`src/rtl/vsm_pkg.sv`:
```
`default_nettype none
// shared constants of the valve stroke monitor
package vsm_pkg;
    // clock and timer resolution
    localparam int unsigned CLK_PERIOD_NS = 8;
    localparam int unsigned TICK_PERIOD_NS = 1000000; // one timer tick is 1 ms
    localparam int unsigned TICK_CYCLES = TICK_PERIOD_NS / CLK_PERIOD_NS;
    localparam logic [31:0] MS_PER_S = 32'h0000_03E8;

    // register bus widths
    localparam int AW = 6;
    localparam int DW = 32;

    // register offsets (register index on the plain port)
    localparam logic [AW-1:0] ADDR_COIL_MODE = 6'h19;
    localparam logic [AW-1:0] ADDR_DRIVE_MODE = 6'h1A;
    localparam logic [AW-1:0] ADDR_STROKE_COUNT = 6'h1B;
    localparam logic [AW-1:0] ADDR_COUNT_CLEAR = 6'h1C;
    localparam logic [AW-1:0] ADDR_RECOVERY = 6'h1D;
    localparam logic [AW-1:0] ADDR_ALARM_CLEAR = 6'h1E;
    localparam logic [AW-1:0] ADDR_LAST_STROKE = 6'h1F;
    localparam logic [AW-1:0] ADDR_STROKE_LIMIT = 6'h20;
    localparam logic [AW-1:0] ADDR_SHUT_STATE = 6'h21;
    localparam logic [AW-1:0] ADDR_TRAVEL_STATE = 6'h22;
    localparam logic [AW-1:0] ADDR_TIMEOUT_STATE = 6'h23;
    localparam logic [AW-1:0] ADDR_EXT_ALARM = 6'h24;
    localparam logic [AW-1:0] ADDR_ACTION_TIME = 6'h25;

    // setting encodings
    localparam logic [7:0] COIL_SINGLE = 8'h01;
    localparam logic [7:0] COIL_DUAL = 8'h02;
    localparam logic [7:0] COIL_READBACK = 8'h03;
    localparam logic [7:0] DRIVE_PULSE = 8'h01;
    localparam logic [7:0] DRIVE_HOLD = 8'h02;
    localparam logic [7:0] RECOV_ACT = 8'h01;
    localparam logic [7:0] RECOV_WAIT = 8'h02;

    // reset values
    localparam logic [7:0] LIMIT_S_DEF = 8'h0A; // stroke limit, seconds
    localparam logic [7:0] RECOV_DEF = 8'h01;

    // synchronised pin positions
    localparam int PIN_W = 3;
    localparam int PIN_SHUT = 0;
    localparam int PIN_TRAVEL = 1;
    localparam int PIN_EXT = 2;

    // stroke sequencer states
    typedef enum logic [2:0] {
        ST_IDLE = 3'b001,
        ST_MOVE = 3'b010,
        ST_HALT = 3'b100
    } vsm_stroke_e;
endpackage : vsm_pkg
`default_nettype wire

```
`src/rtl/vsm_link_if.sv`:
```
`timescale 1ns/10ps
`default_nettype none
// carries the timer tick and the synchronised pins to the core
interface vsm_link_if;
    logic tick;
    logic [vsm_pkg::PIN_W-1:0] pins_s;
    modport tick_src (output tick);
    modport sync_src (output pins_s);
    modport core (input tick, input pins_s);
endinterface : vsm_link_if
`default_nettype wire

```
`src/rtl/vsm_tick.sv`:
```
`timescale 1ns/10ps
`default_nettype none
// divides the clock down to a one-cycle tick every DIV cycles
module vsm_tick #(
    parameter int unsigned DIV = vsm_pkg::TICK_CYCLES
) (
    input wire logic clk,
    input wire logic arst_n,
    vsm_link_if.tick_src lk
);
    localparam int CW = $clog2(DIV + 1);
    localparam logic [CW-1:0] LAST = CW'(DIV - 1);

    typedef struct packed {
        logic [CW-1:0] cnt;
        logic tick;
    } vsm_tick_s;

    vsm_tick_s r;
    vsm_tick_s n;

    // count up and wrap, pulsing on the wrap
    always_comb
    begin
        n = r;
        n.tick = (r.cnt == LAST);
        n.cnt = (r.cnt == LAST) ? '0 : r.cnt + CW'(1);
    end

    always_ff @(posedge clk or negedge arst_n)
    begin
        if (!arst_n)
            r <= '0;
        else
            r <= n;
    end

    assign lk.tick = r.tick;
endmodule : vsm_tick
`default_nettype wire

```
`src/rtl/vsm_sync.sv`:
```
`timescale 1ns/10ps
`default_nettype none
// two-flop synchroniser for the contact pins
module vsm_sync (
    input wire logic clk,
    input wire logic arst_n,
    input wire logic [vsm_pkg::PIN_W-1:0] pins_async,
    vsm_link_if.sync_src lk
);
    typedef struct packed {
        logic [vsm_pkg::PIN_W-1:0] s1;
        logic [vsm_pkg::PIN_W-1:0] s2;
    } vsm_sync_s;

    vsm_sync_s r;
    vsm_sync_s n;

    // first stage feeds only the second stage
    always_comb
    begin
        n.s1 = pins_async;
        n.s2 = r.s1;
    end

    always_ff @(posedge clk or negedge arst_n)
    begin
        if (!arst_n)
            r <= '0;
        else
            r <= n;
    end

    assign lk.pins_s = r.s2;
endmodule : vsm_sync
`default_nettype wire

```
`src/rtl/vsm_valve_stroke_monitor.sv`:
```
// Notes on behaviour
// - stroke counter counts every open-to-closed and closed-to-open move
// - writing the counter-reset setting clears the stroke counter to zero
// - each commanded stroke is timed against the limit, default 10 s; overrun alarms
// - dual coil with pulsed drive energizes the selected coil for one limit period
// - drive setting chooses coil off or held after the limit; dual coil only
// - recovery 1 acts regardless of input change; 2 waits for a new change
// - writing the timeout-reset setting clears the latched stroke-timeout
// - duration of the last completed stroke is captured and readable
// - running time since the latest stroke start, command or retry, is kept and readable
// - coil configuration selects single-coil or dual-coil operation
// - readback mode only on single-coil units; returns limit state to output one
// - first input channel carries the stroke-timeout state
// - dry contact is sampled, readable as external alarm, and on input channel two
// - coil configuration and drive setting reset to factory-fixed defaults
//
// Design decisions made here: the address-and-strobe port and the register offsets.
`timescale 1ns/10ps
`default_nettype none
module vsm_valve_stroke_monitor #(
    parameter int unsigned TICK_CYCLES = vsm_pkg::TICK_CYCLES,
    parameter logic [7:0] DEF_COIL_MODE = vsm_pkg::COIL_DUAL,
    parameter logic [7:0] DEF_DRIVE_MODE = vsm_pkg::DRIVE_HOLD
) (
    input wire logic clk,
    input wire logic arst_n,
    input wire logic [vsm_pkg::AW-1:0] reg_addr,
    input wire logic [vsm_pkg::DW-1:0] reg_wdata,
    input wire logic reg_wr,
    input wire logic reg_rd,
    output logic [vsm_pkg::DW-1:0] reg_rdata,
    input wire logic stroke_cmd_open,
    input wire logic shut_position_contact,
    input wire logic travel_position_contact,
    input wire logic ext_alarm_contact,
    output logic coil_open_drive,
    output logic coil_close_drive,
    output logic first_output_readback,
    output logic first_input_channel,
    output logic second_input_channel
);
    ////////////////////////////////////////////////////////////////////////////
    // state

    // all core state in one struct; the copy n is registered whole
    // on every edge, so no field can miss its update
    typedef struct packed {
        // sequencer and command tracking
        vsm_pkg::vsm_stroke_e st;
        logic booted;
        logic cmd_q;
        logic pulse_on;
        logic alarm;
        logic ext;
        // last end position seen, reference for counting
        logic end_known;
        logic end_open;
        // host settings
        logic [7:0] coil_mode;
        logic [7:0] drive_mode;
        logic [7:0] recov;
        logic [7:0] limit_s;
        // stroke counter and millisecond timers
        logic [31:0] odo;
        logic [31:0] trans_ms;
        logic [31:0] action_ms;
        // registered outputs
        logic [vsm_pkg::DW-1:0] rdata;
        logic coil_open;
        logic coil_close;
        logic readback;
        logic in_ch1;
        logic in_ch2;
    } vsm_core_s;

    // reset image, configuration taken from the factory defaults
    localparam vsm_core_s RST = '{
        st: vsm_pkg::ST_IDLE,
        coil_mode: DEF_COIL_MODE,
        drive_mode: DEF_DRIVE_MODE,
        recov: vsm_pkg::RECOV_DEF,
        limit_s: vsm_pkg::LIMIT_S_DEF,
        // counters, timers and the alarm latch start cleared
        default: '0
    };

    vsm_core_s r;
    vsm_core_s n;
    vsm_link_if lk ();

    ////////////////////////////////////////////////////////////////////////////
    // millisecond tick and pin synchronisers

    // one-cycle tick per millisecond paces every timer
    vsm_tick #(
        .DIV(TICK_CYCLES)
    ) u_tick (
        .clk(clk),
        .arst_n(arst_n),
        .lk(lk.tick_src)
    );

    // contacts are asynchronous pins: two flops before any logic
    // reads them, so a bouncing switch cannot split a decision
    vsm_sync u_sync (
        .clk(clk),
        .arst_n(arst_n),
        .pins_async({ext_alarm_contact, travel_position_contact, shut_position_contact}),
        .lk(lk.sync_src)
    );

    ////////////////////////////////////////////////////////////////////////////
    // helper terms

    // synchronised contacts, limit in ms and host write decode
    logic shut_s;
    logic travel_s;
    logic [31:0] limit_ms;
    logic timed_out;
    logic wr_hit;
    logic [7:0] wbyte;

    // contact levels, stroke limit in ms and write decode
    assign shut_s = lk.pins_s[vsm_pkg::PIN_SHUT];
    assign travel_s = lk.pins_s[vsm_pkg::PIN_TRAVEL];
    assign limit_ms = 32'(r.limit_s) * vsm_pkg::MS_PER_S;
    assign timed_out = (r.action_ms >= limit_ms);
    // a read beside a write leaves the write undone
    assign wr_hit = reg_wr && !reg_rd;
    assign wbyte = reg_wdata[7:0];

    ////////////////////////////////////////////////////////////////////////////
    // next-state logic

    always_comb
    begin
        // scratch terms, all given a value at the top
        logic start;
        logic go;
        logic at_target;
        logic pos_open;
        logic pos_shut;
        logic dual;
        logic energ;
        start = 1'b0;
        go = 1'b0;
        at_target = 1'b0;
        pos_open = 1'b0;
        pos_shut = 1'b0;
        dual = 1'b0;
        energ = 1'b0;
        n = r;
        n.rdata = '0;

        // a stroke starts on a command change, or at start-up when acting regardless
        start = (stroke_cmd_open != r.cmd_q)
            || (!r.booted && r.recov == vsm_pkg::RECOV_ACT);
        // the start-up decision is taken once only
        n.booted = 1'b1;
        n.cmd_q = stroke_cmd_open;
        // completion is judged on the end the last command asked for
        at_target = r.cmd_q ? travel_s : shut_s;

        // time since the latest stroke start, saturating
        // holds at all ones instead of wrapping to zero
        if (lk.tick && r.action_ms != '1)
            n.action_ms = r.action_ms + 32'h0000_0001;

        // pulse window lasts exactly one stroke limit period
        // only felt in dual coil with pulsed drive
        if (r.pulse_on && timed_out)
            n.pulse_on = 1'b0;

        // host clears come first so that a same-cycle event wins
        // a timeout or count in that cycle sets it again below
        if (wr_hit && reg_addr == vsm_pkg::ADDR_ALARM_CLEAR && wbyte != 8'h00)
            n.alarm = 1'b0;
        if (wr_hit && reg_addr == vsm_pkg::ADDR_COUNT_CLEAR && wbyte != 8'h00)
            n.odo = '0;

        // stroke sequencer
        case (r.st)
            // idle: wait for a command change
            vsm_pkg::ST_IDLE:
            begin
                go = start;
            end
            // moving: a new command wins over completion and timeout
            vsm_pkg::ST_MOVE:
            begin
                if (start)
                    go = 1'b1;
                else if (at_target)
                begin
                    n.trans_ms = r.action_ms;
                    n.st = vsm_pkg::ST_IDLE;
                end
                else if (timed_out)
                begin
                    n.alarm = 1'b1;
                    if (r.recov == vsm_pkg::RECOV_ACT)
                        go = 1'b1;
                    else
                        n.st = vsm_pkg::ST_HALT;
                end
            end
            // halted after a timeout: dual coils off until a new command
            vsm_pkg::ST_HALT:
            begin
                go = start;
            end
            // unreachable codes fall back to idle
            default:
            begin
                n.st = vsm_pkg::ST_IDLE;
            end
        endcase

        // (re)start a stroke: timer from zero, fresh pulse window
        // a restart during a stroke drops the old stroke untimed
        if (go)
        begin
            n.st = vsm_pkg::ST_MOVE;
            n.action_ms = '0;
            n.pulse_on = 1'b1;
        end

        // end positions and stroke counting
        // both contacts made, or neither, is mid travel: no count
        // the first end seen after reset only sets the reference
        pos_open = travel_s && !shut_s;
        pos_shut = shut_s && !travel_s;
        if (pos_open && !(r.end_known && r.end_open))
        begin
            if (r.end_known)
                n.odo = n.odo + 32'h0000_0001;
            n.end_known = 1'b1;
            n.end_open = 1'b1;
        end
        else if (pos_shut && !(r.end_known && !r.end_open))
        begin
            if (r.end_known)
                n.odo = n.odo + 32'h0000_0001;
            n.end_known = 1'b1;
            n.end_open = 1'b0;
        end

        // configuration writes; out-of-range values are ignored
        if (wr_hit)
        begin
            case (reg_addr)
                // readback is refused while dual coil is selected
                vsm_pkg::ADDR_COIL_MODE:
                begin
                    if (wbyte == vsm_pkg::COIL_SINGLE || wbyte == vsm_pkg::COIL_DUAL)
                        n.coil_mode = wbyte;
                    else if (wbyte == vsm_pkg::COIL_READBACK
                        && r.coil_mode != vsm_pkg::COIL_DUAL)
                        n.coil_mode = wbyte;
                end
                vsm_pkg::ADDR_DRIVE_MODE:
                begin
                    if (wbyte == vsm_pkg::DRIVE_PULSE || wbyte == vsm_pkg::DRIVE_HOLD)
                        n.drive_mode = wbyte;
                end
                vsm_pkg::ADDR_RECOVERY:
                begin
                    if (wbyte == vsm_pkg::RECOV_ACT || wbyte == vsm_pkg::RECOV_WAIT)
                        n.recov = wbyte;
                end
                // a zero limit would time out every stroke at once
                vsm_pkg::ADDR_STROKE_LIMIT:
                begin
                    if (wbyte != 8'h00)
                        n.limit_s = wbyte;
                end
                default:
                begin
                    n.limit_s = n.limit_s;
                end
            endcase
        end

        // register reads, answered in the following cycle
        // clear registers and unmapped indices read zero
        if (reg_rd)
        begin
            case (reg_addr)
                vsm_pkg::ADDR_COIL_MODE: n.rdata = 32'(r.coil_mode);
                vsm_pkg::ADDR_DRIVE_MODE: n.rdata = 32'(r.drive_mode);
                vsm_pkg::ADDR_STROKE_COUNT: n.rdata = r.odo;
                vsm_pkg::ADDR_RECOVERY: n.rdata = 32'(r.recov);
                vsm_pkg::ADDR_LAST_STROKE: n.rdata = r.trans_ms;
                vsm_pkg::ADDR_STROKE_LIMIT: n.rdata = 32'(r.limit_s);
                vsm_pkg::ADDR_SHUT_STATE: n.rdata = 32'(shut_s);
                vsm_pkg::ADDR_TRAVEL_STATE: n.rdata = 32'(travel_s);
                vsm_pkg::ADDR_TIMEOUT_STATE: n.rdata = 32'(r.alarm);
                vsm_pkg::ADDR_EXT_ALARM: n.rdata = 32'(r.ext);
                vsm_pkg::ADDR_ACTION_TIME: n.rdata = r.action_ms;
                default: n.rdata = '0;
            endcase
        end

        // coil drive: single follows the command, dual gated by drive mode
        // halt, or an expired pulse window in pulsed drive, drops both dual coils
        // single coil follows the command in every state
        dual = (r.coil_mode == vsm_pkg::COIL_DUAL);
        energ = (n.st != vsm_pkg::ST_HALT)
            && (r.drive_mode == vsm_pkg::DRIVE_HOLD || n.pulse_on);
        n.coil_open = dual ? (energ && n.cmd_q) : n.cmd_q;
        n.coil_close = dual && energ && !n.cmd_q;

        // readback to output one: open contact in readback mode, else command
        n.readback = (r.coil_mode == vsm_pkg::COIL_READBACK) ? travel_s : n.cmd_q;

        // discrete input channels and external alarm
        // the timeout latch is shown as it will stand next cycle
        n.ext = lk.pins_s[vsm_pkg::PIN_EXT];
        n.in_ch1 = n.alarm;
        n.in_ch2 = n.ext;
    end

    ////////////////////////////////////////////////////////////////////////////
    // state register

    // asynchronous clear to the reset image
    always_ff @(posedge clk or negedge arst_n)
    begin
        if (!arst_n)
            r <= RST;
        else
            r <= n;
    end

    // outputs straight from the state register
    assign reg_rdata = r.rdata;
    assign coil_open_drive = r.coil_open;
    assign coil_close_drive = r.coil_close;
    assign first_output_readback = r.readback;
    assign first_input_channel = r.in_ch1;
    assign second_input_channel = r.in_ch2;
endmodule : vsm_valve_stroke_monitor
`default_nettype wire

```
`config.mk`:
```
export PLATFORM = sky130hd
export DESIGN_NAME = vsm_valve_stroke_monitor
export DESIGN_NICKNAME = d
export VERILOG_FILES = /design/src/rtl/vsm_pkg.sv /design/src/rtl/vsm_link_if.sv /design/src/rtl/vsm_tick.sv /design/src/rtl/vsm_sync.sv /design/src/rtl/vsm_valve_stroke_monitor.sv
export SDC_FILE = /design/constraint.sdc
export NUM_CORES = 1
export LEC_CHECK = 0
export ABC_AREA = 0
export BUFFER_PORTS_ARGS = -buffer_cell sky130_fd_sc_hd__buf_2
export CELL_PAD_IN_SITES_DETAIL_PLACEMENT = 2
export CELL_PAD_IN_SITES_GLOBAL_PLACEMENT = 2
export CORE_AREA = 10 10 146 202
export DETAILED_ROUTE_END_ITERATION = 6
export DIE_AREA = 0 0 156 212
export PLACE_DENSITY = 0.94
export SLEW_MARGIN = 20
export SYNTH_ARGS = -nofsm -noshare
export SYNTH_HDL_FRONTEND = slang
export SYNTH_SLANG_ARGS = --single-unit
```
`constraint.sdc`:
```
create_clock -name clk -period 9.6 [get_ports clk]
set_input_delay 0.96 -clock clk [delete_from_list [all_inputs] [get_ports clk]]
set_output_delay 0.96 -clock clk [all_outputs]
set_load 0.01 [all_outputs]
```
==> PnR_summary.wiki, run 1 <==
{| class="wikitable"
! Metric !! Value
|-
| DIE WIDTH || 156 um
|-
| Total power consumption of the routed design || 2149 uW
|-
| Fraction of power consumed by combinational cells || 20.4%
|-
| EDFF count, synth || 0
|-
| Tmin final || 7699 ps
|-
| Via count normalized by instance count || 6.391
|-
| P_sw || 692.0 uW
|-
| Post-route ant nets || 0
|-
| Count of final setup violators || 0
|-
| Die boundary height || 212 um
|-
| Latest clock arrival within the worst-skew pair || 470 ps
|-
| Share of synthesized area spent on multiplexers || 5.010%
|-
| Final net count || 1188
|-
| Final setup TNS || 0 ps
|-
| Die Outline Area || 0.03307 mm2
|-
| Critical path launch point || r[135]
|-
| Number of buffers created by CTS || 17
|-
| Run status || finished, final reports clean
|-
| Number of hold-slack violations in the final timing report || 0
|-
| Largest stage delay, worst path || 750 ps
|-
| DR pass1 iterations || 7
|-
| Post-route worst hold slack || 356.3 ps
|-
| Cell accounting for the most synthesized area || sky130_fd_sc_hd__dfrtp_1
|-
| Asr flop ratio synth || 100.0%
|-
| Overall Global Routing Usage || 26.08%
|-
| I/O pin cnt || 83
|-
| Antenna violations before repair || 1
|-
| Worst r2r src || r[135]
|-
| Number of synthesis warnings || 0
|-
| Num rows || 70
|-
| Source of the worst hold timing path || u_sync.lk.pins_s[2]
|-
| Area share of xor/xnor cells in the synthesized design || 6.470%
|-
| H-tree levels || 4
|-
| Total non-filler cell area in the finished layout || 0.01195 mm2
|-
| Basic-gate share of the synthesized area counting and, or, nand and nor cells || 17.29%
|-
| Synth Net Count || 1173
|-
| Number of register bits inferred by synthesis || 197
|-
| Fin Clk Skew || 18.04 ps
|-
| Maximum operating frequency || 129.9 MHz
|-
| Overflow left after global routing || 0
|-
| Core area || 0.02584 mm2
|-
| Average instance area after synthesis || 10.45 um2
|-
| Largest fanout on the critical path || 33
|-
| IR Drop Worst-Case VDD || 0.0001251 V
|-
| Count of vias placed by the detailed router || 8960
|-
| Post-DP Area || 0.01134 mm2
|-
| Static Leakage || 0.005519 uW
|-
| Share of post-route cells with drive strength above 1 || 15.88%
|-
| Worst hold path class || reg2reg
|-
| Kind of capture point of the worst setup path || flop
|-
| Area share of the leading cell type in the synthesized netlist || 43.59%
|-
| Post-CTS Hold Buffers || 0
|-
| Post-synthesis to final-layout area growth || 9.004%
|-
| Compound-cell area share of the yosys netlist || 9.905%
|-
| Starting Density || 42.44%
|-
| Startpoint class of the critical path || flop
|-
| Root Driver || sky130_fd_sc_hd__clkbuf_16
|-
| Category of cells accounting for the largest share of critical-path delay || compound AO/OA/AOI/OAI gates
|-
| Routed length per instance || 29.99 um
|-
| Vias in the first global route || 10507
|-
| Transition at the pin with the smallest max-transition slack || 1089 ps
|-
| Switching portion of total power || 32.21%
|-
| RSZ-0062 raised after global routing || false
|-
| Internal power || 1457 uW
|-
| Number of cells after detailed placement || 1369
|-
| Tightest slew margin relative to the limit || 26.84%
|-
| Final estimated routing congestion in global placement || 0.8211
|-
| Signal arrival time at the worst endpoint || 7990 ps
|-
| Area share of fa/ha/maj cells after synthesis || 10.34%
|-
| CP max-delay cell || sky130_fd_sc_hd__fa_1
|-
| TritonCTS clock tree || yes
|-
| Crit path buffers/inverters || 2
|-
| DRC violations left || 0
|-
| Pin count of the biggest net entering global routing || 76
|-
| Maximum clock insertion buffer count || 2
|-
| Total of max-cap violations || 0
|-
| Cells along the critical path || fa_1 -> xor2_1 -> ha_1 -> inv_1 -> fa_1 -> fa_1 -> inv_1 -> ha_1 -> nand2_1 -> o21ai_0 -> o41ai_1 -> o21ai_0 -> o41a_1 -> xnor2_1 -> ha_1 -> nand2_1 -> nor3_1 -> o211ai_1 -> o211ai_2 -> a21o_2 -> nor2_1
|-
| Max Slew Vio Count || 0
|-
| Count of placed standard cells in the final layout, fillers left out || 1402
|-
| Total Routed Length || 42.04 mm
|-
| Count of mapped cells out of synthesis || 1049
|-
| Leading cell types by total area after synthesis || sky130_fd_sc_hd__dfrtp_1 44%, sky130_fd_sc_hd__ha_1 6.5%, sky130_fd_sc_hd__mux2_2 4.8%
|-
| Portion of total power attributed to the clock network || 36.3%
|-
| Cell area after synthesis || 0.01096 mm2
|-
| Power per cell area || 179.8 mW/mm2
|-
| Half-perimeter wire length after placement || 25.90 mm
|-
| Final worst path period share || 80.19%
|-
| Main combinational cell family by area after synthesis || simple AND/OR/NAND/NOR gates
|-
| Starting DRT DRC Count || 793
|-
| Number of gates resized after cts || 0
|-
| Clock-pin slew reported for the worst setup and hold paths after clock tree synthesis || 70 ps
|-
| Distinct cell type count of the synthesized netlist || 70
|-
| Commonest register cell after synthesis || sky130_fd_sc_hd__dfrtp_1
|-
| Post-CTS repair timing setup buffer count || 0
|-
| First-pass GRT wire length || 65.66 mm
|-
| WP data required || 9890 ps
|-
| Portion of total power attributed to sequential cells || 43.4%
|-
| IO Port Bufs || 58
|-
| Clock sink count || 197
|-
| Sequential element share of the synthesized area || 45.03%
|-
| Class of the most critical setup path || reg2reg
|}
[cells in the final DEF, fill, tap and decap left out, types with 12 or more instances in the layout]
master,netlist,layout
sky130_fd_sc_hd__dfrtp_1,191,191
sky130_fd_sc_hd__nor2_1,113,109
sky130_fd_sc_hd__inv_1,68,68
sky130_fd_sc_hd__ha_1,57,57
sky130_fd_sc_hd__buf_2,9,57
sky130_fd_sc_hd__mux2_2,47,47
sky130_fd_sc_hd__nand2_1,46,46
sky130_fd_sc_hd__xor2_1,43,43
sky130_fd_sc_hd__nand3_1,39,39
sky130_fd_sc_hd__xnor2_1,38,38
sky130_fd_sc_hd__a222oi_1,31,31
sky130_fd_sc_hd__a21oi_1,27,27
sky130_fd_sc_hd__nor2b_1,25,25
sky130_fd_sc_hd__o21ai_0,24,24
sky130_fd_sc_hd__nor3_1,23,23
sky130_fd_sc_hd__nand4_1,21,21
sky130_fd_sc_hd__fa_1,21,21
sky130_fd_sc_hd__and3_1,17,17
sky130_fd_sc_hd__clkbuf_16,0,17
sky130_fd_sc_hd__a22oi_1,15,15
sky130_fd_sc_hd__or3_1,12,12
sky130_fd_sc_hd__nor4_1,12,12
[final timing paths]
path	to	slack (ps)	cells past startpoint
min in group asynchronous	first_output_readback	520	1
max in group asynchronous	r[45]	6970	3
setup reg to reg	r[53]	1900	21
setup / recovery	r[53]	1900	21
hold / removal	second_input_channel	360	0
hold reg to reg	second_input_channel	360	0
[layer usage]
layer | share of wire [%] | global-route usage, % | routed length, um
met5 | 0 | 0 | 0
met4 | 7.0 | 17.92 | 2922
met3 | 4.8 | 5.319 | 2031
met2 | 53 | 46.22 | 22380
met1 | 35 | 27.07 | 14710
[synthesized netlist by cell type (7+ instances only)]
cell,count
sky130_fd_sc_hd__a222oi_1,31
sky130_fd_sc_hd__nor3_1,23
sky130_fd_sc_hd__dfrtp_1,191
sky130_fd_sc_hd__and3_1,17
sky130_fd_sc_hd__fa_1,21
sky130_fd_sc_hd__nand4_1,21
sky130_fd_sc_hd__and4_1,10
sky130_fd_sc_hd__clkbuf_1,24
sky130_fd_sc_hd__inv_1,68
sky130_fd_sc_hd__nor4_1,12
sky130_fd_sc_hd__mux2_2,47
sky130_fd_sc_hd__or3_1,12
sky130_fd_sc_hd__a21oi_1,27
sky130_fd_sc_hd__nand2_1,46
sky130_fd_sc_hd__nor2_1,113
sky130_fd_sc_hd__a31oi_1,10
sky130_fd_sc_hd__xnor2_1,38
sky130_fd_sc_hd__nand2b_1,9
sky130_fd_sc_hd__nand3_1,39
sky130_fd_sc_hd__a22oi_1,15
sky130_fd_sc_hd__ha_1,57
sky130_fd_sc_hd__xor2_1,43
sky130_fd_sc_hd__buf_2,9
sky130_fd_sc_hd__nor2b_1,25
sky130_fd_sc_hd__buf_4,32
sky130_fd_sc_hd__and2_1,7
sky130_fd_sc_hd__o21ai_0,24
[through the flow]
| stage | setup slack (ps) | util, % |
|---|---|---|
| after floorplan | 3965 | - |
| after global placement | 2976 | 43.90 |
| after detailed placement | 2345 | 43.90 |
| after CTS | 1919 | 46.25 |
| after global routing | 1489 | 46.26 |
| final | 1901 | 46.26 |
[state kept, by name (all words and copies together), names as in the netlist]
| signal | cells |
|---|---|
| reg_rdata | 32 |
| r | 136 |
| u_sync.n | 3 |
| u_tick.lk.tick | 1 |
| coil_open_drive | 1 |
| first_output_readback | 1 |
| coil_close_drive | 1 |
| u_sync.lk.pins_s | 3 |
| u_tick.r | 17 |
| first_input_channel | 1 |
| second_input_channel | 1 |
[final cells by class]
type,instances,area [um2]
antenna,1,2.502
clock buffer,24,481.7
clock inverter,8,123.9
fill,2580,13890
inverter,68,255.2
multi-input combinational,716,5401
sequential,197,4937
tap,324,405.4
timing repair buffer,64,344.1
[cell families after synthesis]
group | after synthesis
flip-flops | 197
AO/OA/AOI/OAI | 144
other | 1
buffers and inverters | 136
XOR/XNOR | 81
AND/OR/NAND/NOR | 363
adder cells (fa/ha/maj) | 78
multiplexers | 49
[power by group through the flow]
stage	registers (uW)	logic, uW	clock network, uW
2_1_floorplan	920	260	0
3_3_place_gp	929	354	0
6_report	932	437	779
3_5_place_dp	938	403	0
4_1_cts	928	433	785
5_1_grt	935	476	817
Note: power is estimated with default switching activity, not from simulation.
==> run 2, diff against run 1 <==
- ABC_AREA: 0 -> 1
- CORE_AREA: 10 10 146 202 -> 10 10 170 235
- DIE_AREA: 0 0 156 212 -> 0 0 180 245
- PLACE_DENSITY: 0.94 -> 0.85
- clock period: 9.6 -> 6.95 ns (I/O delays scaled with it)
==> PnR_summary.wiki, run 2 <==
{| class="wikitable"
! Metric !! Value
|-
| Final setup TNS || 0 ps (unchanged)
|-
| Core area || 0.03560 mm2 (+38%)
|-
| Count of mapped cells out of synthesis || 1437 (+37%)
|-
| Static Leakage || 0.006376 uW (+16%)
|-
| DIE WIDTH || 180 um (+15%)
|-
| Tmin final || 6326 ps (-1372 ps)
|-
| Commonest non-fill, non-tap cells in the layout || 295 x sky130_fd_sc_hd__nand2_1, 231 x sky130_fd_sc_hd__inv_1, 191 x sky130_fd_sc_hd__dfrtp_1
|-
| Max Slew Vio Count || 0 (unchanged)
|-
| Clock sink count || 197 (unchanged)
|-
| Crit path buffers/inverters || 6 (+4)
|-
| Half-perimeter wire length after placement || 29.34 mm (+13%)
|-
| Share of post-route cells with drive strength above 1 || 11.92% (-4.0 points)
|-
| Post-CTS repair timing setup buffer count || 0 (unchanged)
|-
| Clock-pin slew reported for the worst setup and hold paths after clock tree synthesis || 80 ps (about the same)
|-
| Starting Density || 33.42% (-9.0 points)
|-
| Vias in the first global route || 11402 (+8.5%)
|-
| Die boundary height || 245 um (+16%)
|-
| Tightest slew margin relative to the limit || 37.85% (+11 points)
|-
| IO Port Bufs || 58 (unchanged)
|-
| Category of cells accounting for the largest share of critical-path delay || adder cells
|-
| Portion of total power attributed to the clock network || 34.7% (-1.6 points)
|-
| Number of cells after detailed placement || 1906 (+39%)
|-
| Starting DRT DRC Count || 527 (-34%)
|-
| Reg-to-reg slack, setup || 620 ps (-1280 ps)
|-
| Maximum operating frequency || 158.1 MHz (+22%)
|-
| Diode count || 0 (-1)
|-
| Post-route ant nets || 0 (unchanged)
|-
| Synth Net Count || 1561 (+33%)
|-
| Signal arrival time at the worst endpoint || 6720 ps (-1270 ps)
|-
| Root Driver || sky130_fd_sc_hd__clkbuf_16
|-
| Leading cell types by total area after synthesis || sky130_fd_sc_hd__dfrtp_1 40%, sky130_fd_sc_hd__nand2_1 9.3%, sky130_fd_sc_hd__inv_1 7.3%
|-
| Post-DP Area || 0.01247 mm2 (+9.9%)
|-
| Fraction of power consumed by combinational cells || 26.4% (+6.0 points)
|-
| Fin Clk Skew || 15.69 ps (-2.352 ps)
|-
| Total non-filler cell area in the finished layout || 0.01311 mm2 (+9.7%)
|-
| Most frequent cell after synthesis || sky130_fd_sc_hd__nand2_1
|-
| IR Drop Worst-Case VDD || 0.0001859 V (+49%)
|-
| Number of buffers created by CTS || 17 (unchanged)
|-
| Total of max-cap violations || 0 (unchanged)
|-
| Distinct cell type count of the synthesized netlist || 58 (-17%)
|-
| Num rows || 82 (+17%)
|-
| Power per cell area || 240.7 mW/mm2 (+34%)
|-
| Commonest cells in the netlist || 296 x sky130_fd_sc_hd__nand2_1, 231 x sky130_fd_sc_hd__inv_1, 191 x sky130_fd_sc_hd__dfrtp_1, 117 x sky130_fd_sc_hd__nor2_1, 72 x sky130_fd_sc_hd__o21ai_0
|-
| Most flop-heavy register || r
|-
| P_sw || 1073 uW (+55%)
|-
| Asr flop ratio synth || 100.0% (unchanged)
|-
| Worst r2r src || r[134]
|-
| Run status || finished, final reports clean
|-
| Worst hold path class || in2async
|-
| Switching portion of total power || 34.01% (+1.8 points)
|-
| Transition at the pin with the smallest max-transition slack || 932.3 ps (-156.7 ps)
|-
| DR pass1 iterations || 5 (-2)
|-
| Total Routed Length || 38.31 mm (-8.9%)
|-
| I/O pin cnt || 83 (unchanged)
|-
| Critical path launch point || r[134]
|-
| First-pass GRT wire length || 62.20 mm (-5.3%)
|-
| Kind of capture point of the worst setup path || flop
|-
| Average instance area after synthesis || 8.280 um2 (-21%)
|-
| Number of register bits inferred by synthesis || 197 (unchanged)
|-
| Routed length per instance || 19.77 um (-34%)
|-
| WP data required || 7340 ps (-2550 ps)
|-
| Largest stage delay, worst path || 650 ps (-100 ps)
|-
| Final worst path period share || 91.02% (+11 points)
|-
| Post-CTS Hold Buffers || 0 (unchanged)
|-
| DRC violations left || 0 (unchanged)
|-
| Overflow left after global routing || 0 (unchanged)
|-
| Internal power || 2082 uW (+43%)
|-
| Cell area after synthesis || 0.01190 mm2 (+8.5%)
|-
| Count of vias placed by the detailed router || 9971 (+11%)
|-
| Max FFs per register || 136 (unchanged)
|-
| CP max-delay cell || sky130_fd_sc_hd__dfstp_2
|-
| Worst r2r dst || r[47]
|-
| Crit. path cell count || 28 (+33%)
|-
| Maximum clock insertion buffer count || 2 (unchanged)
|-
| R2R cell count || 28 (+33%)
|-
| Number of hold-slack violations in the final timing report || 0 (unchanged)
|-
| Sequential element share of the synthesized area || 41.50% (-3.5 points)
|-
| Largest fanout on the critical path || 12 (-64%)
|-
| Final estimated routing congestion in global placement || 0.8422 (+2.6%)
|-
| Overall Global Routing Usage || 17.45% (-8.6 points)
|-
| Number of synthesis warnings || 0 (unchanged)
|-
| TritonCTS clock tree || yes
|-
| Fill cell total of the finished layout || 4027 (+56%)
|-
| EDFF count, synth || 0 (unchanged)
|-
| Count of final setup violators || 0 (unchanged)
|-
| Via count normalized by instance count || 5.145 (-19%)
|-
| Count of placed standard cells in the final layout, fillers left out || 1938 (+38%)
|-
| Antenna violations before repair || 0 (-1)
|-
| H-tree levels || 4 (unchanged)
|-
| Class of the most critical setup path || reg2reg
|-
| RSZ-0062 raised after global routing || false
|-
| Final net count || 1587 (+34%)
|-
| Latest clock arrival within the worst-skew pair || 470 ps (about the same)
|-
| Post-synthesis to final-layout area growth || 10.18%
|-
| Pin count of the biggest net entering global routing || 72 (-5.3%)
|-
| Cell accounting for the most synthesized area || sky130_fd_sc_hd__dfrtp_1
|-
| Commonest non-fill, non-tap cell in the layout || sky130_fd_sc_hd__nand2_1
|-
| Portion of total power attributed to sequential cells || 39.0% (-4.4 points)
|-
| Area share of the leading cell type in the synthesized netlist || 40.17% (-3.4 points)
|-
| Number of gates resized after cts || 0 (unchanged)
|-
| Die Outline Area || 0.04410 mm2 (+33%)
|-
| Startpoint class of the critical path || flop
|-
| Commonest register cell after synthesis || sky130_fd_sc_hd__dfrtp_1
|-
| Endpoint of the most critical setup path || r[47]
|}
[run 2: changes by cell type in the layout (fill, tap and decap cells not counted), sizes merged, moves of 25 or more]
cell,change
xnor2,-27
mux2,-47
o21ai,+54
inv,+178
nor2b,-25
a222oi,-31
nand2,+263
[run 2: worst reg2reg max path: cells and delay by family (launching register included)]
family | cells | cell delay [ps]
buffers and inverters | 6 | 800
AND/OR/NAND/NOR | 9 | 1170
XOR/XNOR | 2 | 400
adder cells (fa/ha/maj) | 6 | 2410
AO/OA/AOI/OAI | 5 | 810
flip-flops | 1 | 650
[run 2: kinds of logic after synthesis]
logic type	share of synthesized area, %
buf+inv	10.97
other cells	0.03152
xor+xnor	4.859
flops	41.50
compound gates	9.139
fa+ha+maj	9.528
simple gates	23.98
[run 2: stage by stage]
| stage | total power, uW | utilization [%] | hold slack, ps | worst slack [ps] |
|---|---|---|---|---|
| after detailed placement | 2095 | 35.02 | 336.2 | 620.4 |
| after floorplan | 1810 | - | 331.2 | 1708 |
| final | 3155 | 36.82 | 231.9 | 623.8 |
| after CTS | 3190 | 36.79 | 257.4 | 559.7 |
| after global routing | 3365 | 36.82 | 275.0 | 145.0 |
| after global placement | 2018 | 35.02 | 332.7 | 878.3 |
[run 2: power groups by stage]
| stage | sequential, uW | clock [uW] | combinational [uW] |
|---|---|---|---|
| 2_1_floorplan | 1230 | 0 | 575 |
| 3_3_place_gp | 1250 | 0 | 770 |
| 3_5_place_dp | 1250 | 0 | 843 |
| 4_1_cts | 1230 | 1110 | 852 |
| 5_1_grt | 1240 | 1160 | 971 |
| 6_report | 1230 | 1090 | 832 |
[run 2: metal layers]
metal / global-route usage, % / share of wire, % / vias up
met4: 7.945 / 3.5 / 0
met3: 2.312 / 2.2 / 69
met1: 19.08 / 40 / 5129
li1: - / - / 4646
met2: 32.72 / 54 / 127
met5: 0 / 0 / -
[run 2: layout make-up]
class                           count  area, um2  area share, %
Clock inverter                     12      163.9          1.250
Sequential cell                   197       4937          37.66
Inverter                          244      915.9          6.987
Tap cell                          462      578.1          4.410
Clock buffer                       20      466.7          3.560
Timing Repair Buffer               68      374.1          2.854
Multi-Input combinational cell    935       5673          43.28
[run 2: worst min-delay path by stage]
stage | from | to | cells past startpoint | slack (ps)
after detailed placement | u_sync.lk.pins_s[2] | second_input_channel | 0 | 340
after global placement | u_sync.lk.pins_s[2] | second_input_channel | 0 | 330
after global routing | arst_n | r[131] | 1 | 270
after floorplan | u_sync.lk.pins_s[2] | second_input_channel | 0 | 330
after CTS | arst_n | r[125] | 1 | 260
final | arst_n | r[131] | 1 | 230
==> run 3, diff against run 2 <==
- CORE_AREA: 10 10 170 235 -> 10 10 221 181
- DIE_AREA: 0 0 180 245 -> 0 0 231 191
- PLACE_DENSITY: 0.85 -> 0.86
==> PnR_summary.wiki, run 3 (synthesis results as in run 2) <==
{| class="wikitable"
! Metric !! Value
|-
| I/O pin cnt || 83 (unchanged)
|-
| Source of the worst hold timing path || ext_alarm_contact
|-
| Portion of total power attributed to the clock network || 33.0% (-1.7 points)
|-
| Worst slack at placement || 233.8 ps (-386.6 ps)
|-
| Die boundary height || 191 um (-22%)
|-
| Half-perimeter wire length after placement || 29.52 mm (+0.61%)
|-
| Largest fanout on the critical path || 14 (+2)
|-
| Clock sink count || 197 (unchanged)
|-
| Routed length per instance || 20.60 um (+4.2%)
|-
| Core area || 0.03553 mm2 (-0.20%)
|-
| RSZ-0062 raised after global routing || false
|-
| Most flop-heavy register || r
|-
| Max Slew Vio Count || 0 (unchanged)
|-
| Internal power || 1974 uW (-5.2%)
|-
| Reg-to-reg slack, setup || 460 ps (-170 ps)
|-
| Final worst path period share || 93.45% (+2.4 points)
|-
| Count of placed standard cells in the final layout, fillers left out || 1954 (+0.83%)
|-
| Starting Density || 33.49% (+0.068 points)
|-
| Tightest slew margin relative to the limit || 38.92% (+1.1 points)
|-
| Clock-pin slew reported for the worst setup and hold paths after clock tree synthesis || 80 ps (about the same)
|-
| Diode count || 0 (unchanged)
|-
| Commonest non-fill, non-tap cells in the layout || 296 x sky130_fd_sc_hd__nand2_1, 231 x sky130_fd_sc_hd__inv_1, 190 x sky130_fd_sc_hd__dfrtp_1
|-
| Worst r2r src || r[134]
|-
| Post-layout worst setup margin || 455.5 ps (-168.3 ps)
|-
| DR pass1 iterations || 5 (unchanged)
|-
| Maximum clock insertion buffer count || 2 (unchanged)
|-
| Starting DRT DRC Count || 780 (+48%)
|-
| Fin Clk Skew || 14.55 ps (-1.133 ps)
|-
| IR Drop Worst-Case VDD || 0.0001668 V (-10%)
|-
| Signal arrival time at the worst endpoint || 6890 ps (+170 ps)
|-
| DIE WIDTH || 231 um (+28%)
|-
| Number of buffers created by CTS || 17 (unchanged)
|-
| Total of max-cap violations || 0 (unchanged)
|-
| Final Util || 36.83% (about the same)
|-
| IO Port Bufs || 58 (unchanged)
|-
| First-pass GRT wire length || 64.90 mm (+4.3%)
|-
| Total Routed Length || 40.25 mm (+5.1%)
|-
| Total power consumption of the routed design || 3101 uW (-1.7%)
|-
| Transition at the pin with the smallest max-transition slack || 916.2 ps (-16.08 ps)
|-
| Final net count || 1585 (-0.13%)
|-
| Kind of capture point of the worst setup path || flop
|-
| Overflow left after global routing || 0 (unchanged)
|-
| DRC violations left || 0 (unchanged)
|-
| P_sw || 1127 uW (+5.0%)
|-
| Max FFs per register || 136 (unchanged)
|-
| Antenna violations before repair || 0 (unchanged)
|-
| Maximum operating frequency || 154.0 MHz (-2.6%)
|-
| Tmin final || 6495 ps (+168.3 ps)
|-
| Power per cell area || 237.0 mW/mm2 (-1.5%)
|-
| Via count normalized by instance count || 5.198 (+1.0%)
|-
| Worst hold path class || in2reg
|-
| Run status || finished, final reports clean
|-
| Die Outline Area || 0.04412 mm2 (about the same)
|-
| Fraction of power consumed by combinational cells || 27.3% (+0.9 points)
|-
| WP data required || 7350 ps (about the same)
|-
| Count of final setup violators || 0 (unchanged)
|-
| Portion of total power attributed to sequential cells || 39.7% (+0.7 points)
|-
| Switching portion of total power || 36.33% (+2.3 points)
|-
| Static Leakage || 0.006351 uW (-0.39%)
|-
| Latest clock arrival within the worst-skew pair || 470 ps (about the same)
|-
| Number of hold-slack violations in the final timing report || 0 (unchanged)
|-
| H-tree levels || 4 (unchanged)
|-
| Post-route ant nets || 0 (unchanged)
|-
| Count of vias placed by the detailed router || 10156 (+1.9%)
|-
| Commonest non-fill, non-tap cell in the layout || sky130_fd_sc_hd__nand2_1
|-
| Num rows || 62 (-24%)
|-
| Root Driver || sky130_fd_sc_hd__clkbuf_16
|-
| Share of post-route cells with drive strength above 1 || 11.87% (-0.052 points)
|-
| TritonCTS clock tree || yes
|-
| Number of cells after detailed placement || 1922 (+0.84%)
|-
| Post-CTS repair timing setup buffer count || 0 (unchanged)
|-
| Final estimated routing congestion in global placement || 0.8489 (+0.80%)
|-
| Startpoint class of the critical path || flop
|-
| Critical path launch point || r[134]
|-
| Overall Global Routing Usage || 18.71% (+1.3 points)
|-
| Post-synthesis to final-layout area growth || 9.980%
|-
| Pin count of the biggest net entering global routing || 109 (+51%)
|-
| Class of the most critical setup path || reg2reg
|-
| Final setup TNS || 0 ps (unchanged)
|-
| Vias in the first global route || 11433 (+0.27%)
|}
## run 3: metrics by stage
stage / instance area (um2) / hold slack (ps)
final: 13090 / 331.4
after global routing: 13090 / 316.0
after CTS: 13060 / 313.1
after detailed placement: 12480 / 340.3
after global placement: 12480 / 334.4
after floorplan: 11900 / 331.2
## run 3: layer usage
metal  part of all wire (%)  GRT usage, %  vias up  routed length (um)
met5                      0             0        -                   0
met4                    1.5         4.749        0                 587
met3                    2.8         2.889       44                1142
met2                     50         32.49      142               19980
met1                     46         23.89     5327               18550
li1                       -             -     4643                   -
## run 3: worst paths after layout
path | endpoint | cells past startpoint
setup / recovery | r[47] | 27
hold / removal | u_sync.n[2] | 1
setup reg to reg | r[47] | 27
hold reg to reg | u_sync.lk.pins_s[0] | 0
max in group asynchronous | r[170] | 2
min in group asynchronous | u_sync.lk.pins_s[1] | 1
## run 3: cell type report
cell class              instances  area [um2]
clock inverters                13       131.4
clock buffers                  19       452.9
well taps                     480       600.6
repair buffers                 66       359.1
fillers                      4132       22440
multi-input cells             935        5687
flip-flops and latches        197        4938
inverters                     244       915.9
## run 3: worst max-delay path, stage by stage, from the launching register on
cell and delay [ps]:
sky130_fd_sc_hd__dfstp_2 650, sky130_fd_sc_hd__fa_1 520, sky130_fd_sc_hd__xor2_1 180, sky130_fd_sc_hd__ha_1 210
sky130_fd_sc_hd__a21oi_1 200, sky130_fd_sc_hd__fa_1 490, sky130_fd_sc_hd__fa_1 540, sky130_fd_sc_hd__inv_1 60
sky130_fd_sc_hd__ha_1 310, sky130_fd_sc_hd__inv_1 80, sky130_fd_sc_hd__nor3_1 190, sky130_fd_sc_hd__a21oi_1 140
sky130_fd_sc_hd__o21ai_1 260, sky130_fd_sc_hd__a21oi_1 100, sky130_fd_sc_hd__nor2_1 100, sky130_fd_sc_hd__nor2_1 70
sky130_fd_sc_hd__xnor2_2 290, sky130_fd_sc_hd__ha_1 310, sky130_fd_sc_hd__nand2_1 70, sky130_fd_sc_hd__nand4_1 120
sky130_fd_sc_hd__nor4_4 330, sky130_fd_sc_hd__nand2_1 160, sky130_fd_sc_hd__nand2_1 120, sky130_fd_sc_hd__nand2_2 250
sky130_fd_sc_hd__inv_2 130, sky130_fd_sc_hd__buf_4 240, sky130_fd_sc_hd__o21ai_0 170, sky130_fd_sc_hd__a21oi_1 140
## run 3: timing repair
action | CTS | global route
hold buffers | 0 | 0
resized for setup | 0 | 4
endpoints found under the setup margin | 0 | 28
endpoints found under the hold margin | 0 | 0
## run 3: power by group through the flow
stage	Combinational (uW)	Sequential (uW)	Clock (uW)
4_1_cts	858	1230	1040
5_1_grt	967	1240	1090
6_report	847	1230	1020
3_3_place_gp	755	1250	0
2_1_floorplan	575	1230	0
3_5_place_dp	835	1250	0
